`src/core/i2cdma_regs.vh`:
```
// Purpose: constants of the i2c slave sram dma engine
// Assumes: included by bare name from the design files
// Notes:   definitions only
`ifndef I2CDMA_REGS_VH
`define I2CDMA_REGS_VH

// ----------------------------------------------------------------
// transmit fifo shape
// ----------------------------------------------------------------
`define I2CDMA_TXF_DEPTH   4
`define I2CDMA_TXF_AW      2
`define I2CDMA_TXF_LW      3

// ----------------------------------------------------------------
// sram window
// ----------------------------------------------------------------
`define I2CDMA_PTR_W       8
`define I2CDMA_BASE_W      3
`define I2CDMA_MADDR_W     11

// ----------------------------------------------------------------
// reset values and fixed codes
// ----------------------------------------------------------------
`define I2CDMA_PTR_RST     8'h00
`define I2CDMA_ARM_RST     1'b1
`define I2CDMA_IDLE_BYTE   8'hFF
`define I2CDMA_BITS_BYTE   4'h8
`define I2CDMA_LAST_TXBIT  4'h7

`endif

```
`src/core/i2cdma_txfifo.v`:
```
// Purpose: transmit fifo between sram fetches and the i2c shifter
// Assumes: push never offered while full; show-ahead read data
// Notes:   flush empties it in one cycle
`include "i2cdma_regs.vh"

module i2cdma_txfifo (
  // clock and reset
  input  wire       clk,
  input  wire       rst,
  // control
  input  wire       flush,
  // fill side
  input  wire       push,
  input  wire [7:0] wdata,
  // drain side
  input  wire       pop,
  output wire [7:0] rdata,
  // status
  output wire       full,
  output wire       empty,
  output wire [`I2CDMA_TXF_LW-1:0] level
);

  reg [7:0]                 mem_reg [0:`I2CDMA_TXF_DEPTH-1];
  reg [`I2CDMA_TXF_AW-1:0]  wr_ptr_reg;
  reg [`I2CDMA_TXF_AW-1:0]  rd_ptr_reg;
  reg [`I2CDMA_TXF_LW-1:0]  cnt_reg;
  wire                      do_push;
  wire                      do_pop;

  assign full    = (cnt_reg == `I2CDMA_TXF_DEPTH);
  assign empty   = (cnt_reg == {`I2CDMA_TXF_LW{1'b0}});
  assign level   = cnt_reg;
  assign rdata   = mem_reg[rd_ptr_reg];
  assign do_push = push & ~full;
  assign do_pop  = pop & ~empty;

  always @(posedge clk) begin
    if (do_push) begin
      mem_reg[wr_ptr_reg] <= wdata;
    end
  end

  always @(posedge clk) begin
    if (rst || flush) begin
      wr_ptr_reg <= {`I2CDMA_TXF_AW{1'b0}};
      rd_ptr_reg <= {`I2CDMA_TXF_AW{1'b0}};
      cnt_reg    <= {`I2CDMA_TXF_LW{1'b0}};
    end else begin
      if (do_push) begin
        wr_ptr_reg <= wr_ptr_reg + 1'b1;
      end
      if (do_pop) begin
        rd_ptr_reg <= rd_ptr_reg + 1'b1;
      end
      if (do_push && !do_pop) begin
        cnt_reg <= cnt_reg + 1'b1;
      end else if (do_pop && !do_push) begin
        cnt_reg <= cnt_reg - 1'b1;
      end
    end
  end

endmodule // i2cdma_txfifo

```
`src/core/i2cdma_top.v`:
```
// Purpose: i2c slave port with dma access to a 256-byte sram window
// Assumes: scl/sda arrive asynchronously; sram has one-cycle read latency
// Notes:   no clock stretching; empty fifo transmits 8'hFF
`include "i2cdma_regs.vh"

// What this block does
// - two read modes, read-ahead by default
// - read-ahead starts fetching during address ack
// - keep fetching until fifo full, then pause
// - refill fifo entry as soon as popped
// - leftover prefetched bytes stay in fifo
// - firmware may keep or flush leftovers
// - eeprom mode fetches one byte during address ack
// - eeprom mode fetches again per master ack
// - no further eeprom-mode fetch after master nack; read-ahead keeps refilling until stop or start
// - write byte to sram during its ack
// - writes unchecked, pointer wraps freely
// - window is 256 bytes on a 256-byte boundary set by win_base
// - first write byte after initial start loads pointer
// - initial start is after reset or stop
// - pointer increments after each sram access
module i2cdma_top (
  // clock and reset
  input  wire                        clk,
  input  wire                        rst,
  // i2c pins
  input  wire                        scl_in,
  input  wire                        sda_in,
  output wire                        sda_out,
  output wire                        sda_oe,
  // firmware configuration
  input  wire                        dma_en,
  input  wire                        eeprom_mode,
  input  wire [`I2CDMA_BASE_W-1:0]   win_base,
  input  wire [6:0]                  slave_addr,
  input  wire                        fifo_flush,
  // sram port
  output wire [`I2CDMA_MADDR_W-1:0]  mem_addr,
  output wire                        mem_rd_en,
  output wire                        mem_wr_en,
  output wire [7:0]                  mem_wdata,
  input  wire [7:0]                  mem_rdata,
  // status
  output wire [`I2CDMA_PTR_W-1:0]    ptr,
  output wire [`I2CDMA_TXF_LW-1:0]   fifo_level,
  output wire                        bus_busy
);

  // --------------------------------------------------------------
  // states
  // --------------------------------------------------------------
  localparam [6:0] S_IDLE = 7'h01;
  localparam [6:0] S_ADDR = 7'h02;
  localparam [6:0] S_AACK = 7'h04;
  localparam [6:0] S_RX   = 7'h08;
  localparam [6:0] S_DACK = 7'h10;
  localparam [6:0] S_TX   = 7'h20;
  localparam [6:0] S_MACK = 7'h40;

  reg  [6:0]                 state_reg;
  reg  [3:0]                 bit_cnt_reg;
  reg  [7:0]                 shift_reg;
  reg                        rw_reg;
  reg                        arm_reg;
  reg                        load_pend_reg;
  reg  [`I2CDMA_PTR_W-1:0]   ptr_reg;
  reg                        ra_active_reg;
  reg                        ee_pend_reg;
  reg                        busy_reg;
  reg                        rd_dly_reg;
  reg                        sda_oe_reg;
  reg                        sda_out_reg;
  reg                        mem_rd_reg;
  reg                        mem_wr_reg;
  reg  [7:0]                 mem_wdata_reg;
  reg  [`I2CDMA_MADDR_W-1:0] mem_addr_reg;
  reg                        bus_busy_reg;
  reg                        scl_m_reg;
  reg                        scl_s_reg;
  reg                        scl_q_reg;
  reg                        sda_m_reg;
  reg                        sda_s_reg;
  reg                        sda_q_reg;
  reg                        pop;
  wire                       fifo_full;
  wire                       fifo_empty;
  wire [7:0]                 fifo_rdata;
  wire                       scl_rise;
  wire                       scl_fall;
  wire                       start_seen;
  wire                       stop_seen;
  wire                       fetch_go;
  wire [7:0]                 tx_byte;

  // --------------------------------------------------------------
  // pin synchronisers and bus condition detection
  // --------------------------------------------------------------
  always @(posedge clk) begin
    if (rst) begin
      scl_m_reg <= 1'b1;
      scl_s_reg <= 1'b1;
      scl_q_reg <= 1'b1;
      sda_m_reg <= 1'b1;
      sda_s_reg <= 1'b1;
      sda_q_reg <= 1'b1;
    end else begin
      scl_m_reg <= scl_in;
      scl_s_reg <= scl_m_reg;
      scl_q_reg <= scl_s_reg;
      sda_m_reg <= sda_in;
      sda_s_reg <= sda_m_reg;
      sda_q_reg <= sda_s_reg;
    end
  end

  assign scl_rise   = scl_s_reg & ~scl_q_reg;
  assign scl_fall   = ~scl_s_reg & scl_q_reg;
  assign start_seen = scl_s_reg & scl_q_reg & sda_q_reg & ~sda_s_reg;
  assign stop_seen  = scl_s_reg & scl_q_reg & ~sda_q_reg & sda_s_reg;

  // --------------------------------------------------------------
  // transmit fifo
  // --------------------------------------------------------------
  assign tx_byte  = fifo_empty ? `I2CDMA_IDLE_BYTE : fifo_rdata;
  // one fetch in flight at a time, so a free entry is guaranteed
  assign fetch_go = ~busy_reg & ~fifo_full & ~fifo_flush & (ra_active_reg | ee_pend_reg);

  always @* begin
    pop = 1'b0;
    if (!start_seen && !stop_seen && scl_fall && rw_reg &&
        (state_reg == S_AACK || state_reg == S_MACK)) begin
      pop = 1'b1;
    end
  end

  i2cdma_txfifo u_txfifo (
    .clk   (clk),
    .rst   (rst),
    .flush (fifo_flush),
    .push  (rd_dly_reg),
    .wdata (mem_rdata),
    .pop   (pop),
    .rdata (fifo_rdata),
    .full  (fifo_full),
    .empty (fifo_empty),
    .level (fifo_level)
  );

  // --------------------------------------------------------------
  // protocol engine and dma
  // --------------------------------------------------------------
  always @(posedge clk) begin
    if (rst) begin
      state_reg     <= S_IDLE;
      bit_cnt_reg   <= 4'h0;
      shift_reg     <= 8'h00;
      rw_reg        <= 1'b0;
      arm_reg       <= `I2CDMA_ARM_RST;
      load_pend_reg <= 1'b0;
      ptr_reg       <= `I2CDMA_PTR_RST;
      ra_active_reg <= 1'b0;
      ee_pend_reg   <= 1'b0;
      busy_reg      <= 1'b0;
      rd_dly_reg    <= 1'b0;
      sda_oe_reg    <= 1'b0;
      sda_out_reg   <= 1'b0;
      mem_rd_reg    <= 1'b0;
      mem_wr_reg    <= 1'b0;
      mem_wdata_reg <= 8'h00;
      mem_addr_reg  <= {`I2CDMA_MADDR_W{1'b0}};
      bus_busy_reg  <= 1'b0;
    end else begin
      mem_rd_reg <= 1'b0;
      mem_wr_reg <= 1'b0;
      rd_dly_reg <= mem_rd_reg;
      if (rd_dly_reg) begin
        busy_reg <= 1'b0;
      end
      // sram fetch; leftovers are never dropped here
      if (fetch_go) begin
        mem_rd_reg   <= 1'b1;
        mem_addr_reg <= {win_base, ptr_reg};
        ptr_reg      <= ptr_reg + 1'b1;
        busy_reg     <= 1'b1;
        ee_pend_reg  <= 1'b0;
      end

      if (start_seen) begin
        state_reg     <= S_ADDR;
        bit_cnt_reg   <= 4'h0;
        sda_oe_reg    <= 1'b0;
        load_pend_reg <= arm_reg;
        arm_reg       <= 1'b0;
        ra_active_reg <= 1'b0;
        ee_pend_reg   <= 1'b0;
        bus_busy_reg  <= 1'b1;
      end else if (stop_seen) begin
        state_reg     <= S_IDLE;
        sda_oe_reg    <= 1'b0;
        arm_reg       <= 1'b1;
        load_pend_reg <= 1'b0;
        ra_active_reg <= 1'b0;
        ee_pend_reg   <= 1'b0;
        bus_busy_reg  <= 1'b0;
      end else begin
        case (state_reg)
          S_ADDR: begin
            if (scl_rise) begin
              shift_reg   <= {shift_reg[6:0], sda_s_reg};
              bit_cnt_reg <= bit_cnt_reg + 1'b1;
            end else if (scl_fall && bit_cnt_reg == `I2CDMA_BITS_BYTE) begin
              if (dma_en && shift_reg[7:1] == slave_addr) begin
                state_reg  <= S_AACK;
                sda_oe_reg <= 1'b1;
                rw_reg     <= shift_reg[0];
                if (shift_reg[0]) begin
                  load_pend_reg <= 1'b0;
                  if (eeprom_mode) begin
                    ee_pend_reg <= 1'b1;
                  end else begin
                    ra_active_reg <= 1'b1;
                  end
                end
              end else begin
                state_reg <= S_IDLE;
              end
            end
          end
          S_AACK, S_MACK: begin
            if (state_reg == S_MACK && scl_rise) begin
              if (sda_s_reg) begin
                state_reg <= S_IDLE;
              end else if (eeprom_mode) begin
                ee_pend_reg <= 1'b1;
              end
            end else if (scl_fall) begin
              bit_cnt_reg <= 4'h0;
              if (rw_reg) begin
                state_reg  <= S_TX;
                shift_reg  <= tx_byte;
                sda_oe_reg <= ~tx_byte[7];
              end else begin
                state_reg  <= S_RX;
                sda_oe_reg <= 1'b0;
              end
            end
          end
          S_RX: begin
            if (scl_rise) begin
              shift_reg   <= {shift_reg[6:0], sda_s_reg};
              bit_cnt_reg <= bit_cnt_reg + 1'b1;
            end else if (scl_fall && bit_cnt_reg == `I2CDMA_BITS_BYTE) begin
              state_reg  <= S_DACK;
              sda_oe_reg <= 1'b1;
              if (load_pend_reg) begin
                ptr_reg       <= shift_reg;
                load_pend_reg <= 1'b0;
              end else begin
                mem_wr_reg    <= 1'b1;
                mem_wdata_reg <= shift_reg;
                mem_addr_reg  <= {win_base, ptr_reg};
                ptr_reg       <= ptr_reg + 1'b1;
              end
            end
          end
          S_DACK: begin
            if (scl_fall) begin
              state_reg   <= S_RX;
              sda_oe_reg  <= 1'b0;
              bit_cnt_reg <= 4'h0;
            end
          end
          S_TX: begin
            if (scl_fall) begin
              if (bit_cnt_reg == `I2CDMA_LAST_TXBIT) begin
                state_reg  <= S_MACK;
                sda_oe_reg <= 1'b0;
              end else begin
                shift_reg   <= {shift_reg[6:0], 1'b1};
                sda_oe_reg  <= ~shift_reg[6];
                bit_cnt_reg <= bit_cnt_reg + 1'b1;
              end
            end
          end
          default: begin
            state_reg <= S_IDLE;
          end
        endcase
      end
    end
  end

  // --------------------------------------------------------------
  // outputs
  // --------------------------------------------------------------
  assign sda_out   = sda_out_reg;
  assign sda_oe    = sda_oe_reg;
  assign mem_addr  = mem_addr_reg;
  assign mem_rd_en = mem_rd_reg;
  assign mem_wr_en = mem_wr_reg;
  assign mem_wdata = mem_wdata_reg;
  assign ptr       = ptr_reg;
  assign bus_busy  = bus_busy_reg;

endmodule // i2cdma_top

```
`config.mk`:
```
export PLATFORM = sky130hd
export DESIGN_NAME = i2cdma_top
export DESIGN_NICKNAME = d
export VERILOG_FILES = /design/src/core/i2cdma_txfifo.v /design/src/core/i2cdma_top.v
export VERILOG_INCLUDE_DIRS = /design/src /design/src/core
export SDC_FILE = /design/constraint.sdc
export NUM_CORES = 1
export LEC_CHECK = 0
export ABC_AREA = 1
export ABC_CLOCK_PERIOD_IN_PS = 5100
export BUFFER_PORTS_ARGS = -buffer_cell sky130_fd_sc_hd__buf_2
export CAP_MARGIN = 20
export CORE_UTILIZATION = 51
export CTS_BUF_LIST = sky130_fd_sc_hd__clkbuf_8
export DETAILED_ROUTE_END_ITERATION = 12
export PLACE_DENSITY = 0.68
export SLEW_MARGIN = 5
export SYNTH_ARGS = -nofsm -noshare
export SYNTH_HDL_FRONTEND = slang
export SYNTH_SLANG_ARGS = --single-unit
```
`constraint.sdc`:
```
create_clock -name clk -period 5.1 [get_ports clk]
set_input_delay 1.02 -clock clk [delete_from_list [all_inputs] [get_ports clk]]
set_output_delay 1.02 -clock clk [all_outputs]
set_load 0.05 [all_outputs]
```
==> impl_metrics.toml, run 1 <==
[run_status]
outcome = "completed"

[placement]
placed_area_sq_um = 5390
place_ws_ns = 2.57
port_buffers = 58
gp_congestion = 0.866
hpwl_um = 8050

[drt]
wirelength_um = 10900
drc = 0
drt-wirelength-per-cell_um = 12.7
ant_nets = 0
firstDrtPassIters = 5
initialDrtViolationCount = 229
via_per_inst = 4.99
vias = 4308

[grt]
grt_start_max_net_pins = 37
grt_pass1_wl_um = 18300
antenna_found_initial = 0
grt_pass1_vias = 3897
overflow = 0
track_usage = 0.227

[timing]
finalCritPeriodShare = 0.472
fmax_mhz = 416
holdWs_ns = 0.416
tightest_slew_ns = 0.978
rsz0062_at_grt = "no"
relSlewSlack = 0.347
finClkSkew_ns = 0.0148
period_minus_slack_ns = 2.41
setup_viol = 0
setup_slack_ns = 2.69
finalSetupTns_ns = 0
slew_viol_final = 0
final_hold_viol_count = 0

[clocking]
clkLatencyLatePin_ns = 0.38
clockBufferDepth = 2
cts_tree = "built"
cts_setup_buffers = 0
clock_sinks = 104
clk_pin_slew_ns = 0.11
post_cts_resized = 0
root_buffer = "clkbuf_8"
htreeDepth = 3
cts_buffers = 9
cts_hold_buf = 0

[synth]
synth.area.top_cells = "dfxtp_1 29%, edfxtp_1 19%, nand2_1 10%"
synth_top_area_frac = 0.287
yosys_most_used_dff = "dfxtp_1"
avgSynthCellArea_sq_um = 7.41
synth_fp_nets = 712
synth_edf_count = 32
synthesis.area_sq_um = 5020
yosysSeqAreaShare = 0.478
synth_warnings = 0
synth_area_leader_cell = "dfxtp_1"
synth_seq_cells = 104
async_reset_ff_frac = 0
netlist_instances = 678
ys_types = 32

[worst_setup_path]
critPathLaunchType = "register"
endpoint_kind = "register"
cp.arrival_ns = 2.71
path_class = "register to register"
crit_path_max_fanout = 4
required_ns = 5.40

[finish]
syn_to_final_growth_pct = 10.8
fin_area_sq_um = 5570
diodes = 0
nets = 764
largest_register_ffs = 32
drive_gt1_frac = 0.139

[floorplanning]
die_x_um = 101
num_io_pins = 60
core_area_sq_um = 9370
die_area_sq_um = 10300
num_rows = 35
initial_utilization = 0.536
die_y_um = 101

[power_and_ir_drop]
p_leak_uw = 0.00251
power.density_nw_per_um2 = 249
power.total_uw = 1390
peakVddDrop_mv = 0.162

[flow_run]
cap_viol_max_count = 0

[hold_path]
hold_path_class = "register to register"
-- stage by stage --
step,std cells,utilization
after CTS,864,0.594
after detailed placement,848,0.576
final,864,0.594
after global placement,848,0.576
after global routing,864,0.594
after floorplan,678,-
-- power breakdown --
part | internal, uW | switching (uW) | leakage, uW | total (uW)
clock | 179 | 296 | 0.0000903 | 475
sequential | 854 | 3.01 | 0.000869 | 857
combinational | 17.5 | 36.9 | 0.00155 | 54.5
-- layout by cell type (no fill, tap or decap), types with 4 or more instances in the layout --
| cell | synthesis | routed |
|---|---|---|
| nand2_2 | 8 | 8 |
| dfxtp_1 | 72 | 72 |
| a21oi_1 | 43 | 43 |
| nor3_1 | 7 | 7 |
| clkbuf_8 | 0 | 9 |
| nand3_1 | 42 | 42 |
| o21ai_0 | 56 | 56 |
| nor2_2 | 8 | 8 |
| edfxtp_1 | 32 | 32 |
| nand2_1 | 138 | 138 |
| xor2_1 | 8 | 8 |
| inv_1 | 84 | 86 |
| buf_2 | 2 | 58 |
| ha_1 | 8 | 8 |
| or2_2 | 4 | 4 |
| nor2_1 | 129 | 129 |
-- metal layers --
metal	global-route usage	routed length, um	part of all wire
met1	0.306	5180	0.47
met2	0.368	5140	0.47
met4	0.0792	139	0.013
met3	0.0435	485	0.044
met5	0	0	0
-- worst paths after layout --
path	slack, ns	cells after the start	endpoint	startpoint
worst max-delay path	2.69	15	u_txfifo.level[2]	state_reg[6]
worst min-delay path	0.42	1	sda_s_reg	sda_m_reg
worst max register to register	2.69	15	u_txfifo.level[2]	state_reg[6]
worst min register to register	0.42	1	sda_s_reg	sda_m_reg
-- synth_stat cells, types with 8 or more instances --
master    instances
inv_1            84
nand3_1          42
nor2_2            8
edfxtp_1         32
nand2_2           8
nor2_1          129
xor2_1            8
dfxtp_1          72
a21oi_1          43
ha_1              8
o21ai_0          56
clkbuf_1         10
nand2_1         138
-- final cells by class --
cell class,count,area [sq um]
Inverter,87,327
Timing Repair Buffer,58,290
Tap cell,129,161
Sequential cell,104,2400
Fill cell,892,3800
Multi-Input combinational cell,470,2210
Clock inverter,7,48.8
Clock buffer,9,124
-- worst max-delay path: stages, from the launching register on --
cell     delay, ns
dfxtp_1       0.35
inv_1         0.07
nand2_1       0.05
nor2_1        0.21
nand2_1       0.13
nand2_2       0.11
nand2_2       0.09
inv_1         0.09
nand3_1       0.18
ha_1          0.27
inv_1         0.10
fa_1          0.19
o21ai_0       0.09
a21oi_1       0.15
o21ai_0       0.09
a21oi_1       0.15
-- cell families (layout without fill, tap and decap cells) --
kind of cell | Yosys count | count (layout) | synth area share
AO/OA/AOI/OAI | 106 | 106 | 0.110
XOR/XNOR | 9 | 9 | 0.0157
adder cells (fa/ha/maj) | 9 | 9 | 0.0239
buffers and inverters | 104 | 161 | 0.0812
flip-flops | 104 | 104 | 0.478
other | 1 | 1 | 0.000746
AND/OR/NAND/NOR | 345 | 345 | 0.290
No activity file was read; power rests on OpenSTA's default activity.
==> run 2, diff against run 1 <==
Settings changed: ABC_CLOCK_PERIOD_IN_PS 5100 to 2400.
Clock period 5.1 ns to 2.4 ns, I/O delays scaled along.
==> run 2 against run 1 <==
Non-clock buffer count grew 13. Critical path depth stayed put. Combinational power rose by 120%. Sequential cell count is the same. Die area unchanged. Clock-buffer cell count did not move. Sequential share of layout area shrank 0.80 points. Global-route usage is 0.32 points higher. Routed wire length up 2.9%. Design area rose by 2.0%. Clock power up 110%. First-iteration DRC count increased by 17%. Largest cell class unchanged. Largest power group unchanged.
==> impl_metrics.toml, run 2 (synthesis results as in run 1) <==
[run_status]
outcome = "completed"

[worst_setup_path]
crit_buf_inv = 3
crit_path_max_fanout = 5
slowest_stage = "dfxtp_1"
worstPathCellList = "nor2_2 -> nand2_2 -> nor2_4 -> inv_2 -> nand2_2 -> nand2_2 -> inv_1 -> nand3_2 -> ha_1 -> inv_1 -> fa_1 -> o21ai_0 -> a21oi_1 -> o21ai_0 -> a21oi_1"
crit_family = "simple AND/OR/NAND/NOR gates"
endpoint_kind = "register"
critPathLaunchType = "register"
cp.arrival_ns = 2.51
required_ns = 2.67
cpPeakStageDelay_ns = 0.41
path_class = "register to register"
critPathMostFrequentCell = "nand2_2"

[placement]
place_ws_ns = 0.126
port_buffers = 58
hpwl_um = 8290
gp_congestion = 0.919

[floorplanning]
num_io_pins = 60
core_area_sq_um = 9370
die_y_um = 101
num_rows = 35
die_area_sq_um = 10300
initial_utilization = 0.536
die_x_um = 101

[drt]
vias = 4426
firstDrtPassIters = 5
ant_nets = 0
drc = 0
drt-wirelength-per-cell_um = 12.8
wirelength_um = 11300
via_per_inst = 5.05
initialDrtViolationCount = 267

[timing]
slew_viol_final = 0
setup_slack_ns = 0.164
finalCritPeriodShare = 0.932
period_minus_slack_ns = 2.24
final_hold_viol_count = 0
setup_viol = 0
rsz0062_at_grt = "no"
finalSetupTns_ns = 0
finClkSkew_ns = 0.0149
fmax_mhz = 447

[grt]
grt_pass1_wl_um = 18200
grt_pass1_vias = 3993
overflow = 0
grt_start_max_net_pins = 37
antenna_found_initial = 0
track_usage = 0.231

[clocking]
root_buffer = "clkbuf_8"
cts_setup_buffers = 0
clkLatencyLatePin_ns = 0.37
htreeDepth = 3
clockBufferDepth = 2
cts_tree = "built"
clock_sinks = 104
cts_buffers = 9
clk_pin_slew_ns = 0.10

[flow_run]
cap_viol_max_count = 0

[power_and_ir_drop]
p_leak_uw = 0.00258
peakVddDrop_mv = 0.389
power.density_nw_per_um2 = 520

[finish]
drive_gt1_frac = 0.160
fillers = 892
largest_register_ffs = 32
nets = 777
final_cell_mix = "138 x nand2_1, 128 x nor2_1, 84 x inv_1"
syn_to_final_growth_pct = 13.1
diodes = 0
final_common_cell = "nand2_1"

[hold_path]
hold_path_class = "input port to register"
## run 2: cell type report
type / instances / area, sq um / share of cell area
Inverter: 87 / 327 / 0.0575
Clock inverter: 7 / 53.8 / 0.00947
Sequential cell: 104 / 2410 / 0.424
Timing Repair Buffer: 71 / 388 / 0.0683
Clock buffer: 9 / 124 / 0.0218
Tap cell: 129 / 161 / 0.0284
Multi-Input combinational cell: 470 / 2220 / 0.391
## run 2: path summary, 6_finish.rpt
kind,cells past startpoint,slack (ns),to,from
worst min register to register,1,0.43,sda_s_reg,sda_m_reg
worst max-delay path,15,0.16,u_txfifo.level[2],state_reg[2]
worst min-delay path,2,0.29,scl_m_reg,scl_in
worst max register to register,15,0.16,u_txfifo.level[2],state_reg[2]
## run 2: report_power, final
group          internal [uW]  switching [uW]
Clock                    389             624
Combinational           39.3            79.4
Sequential              1820            6.43
## run 2: what timing repair did
item,in CTS,in global routing
gates resized for setup,0,6
endpoints found under the setup margin,0,2
endpoints found under the hold margin,0,0
hold buffers,0,0
## run 2: routing by layer
layer | track usage | part of all wire | vias up
met5 | 0 | 0 | -
li1 | - | - | 2280
met2 | 0.392 | 0.48 | 137
met1 | 0.298 | 0.45 | 1999
met4 | 0.0758 | 0.013 | 0
met3 | 0.0414 | 0.060 | 10
## run 2: metrics by stage
stage / instance area (sq um) / hold slack (ns) / total power [uW] / utilization / instances
6_report: 5680 / 0.288 / 2950 / 0.606 / 877
5_1_grt: 5680 / 0.270 / 3070 / 0.606 / 877
4_1_cts: 5670 / 0.273 / 2970 / 0.605 / 877
3_5_place_dp: 5490 / 0.406 / 1980 / 0.586 / 861
3_3_place_gp: 5490 / 0.396 / 1980 / 0.586 / 861
2_1_floorplan: 5020 / 0.389 / 1930 / - / 678
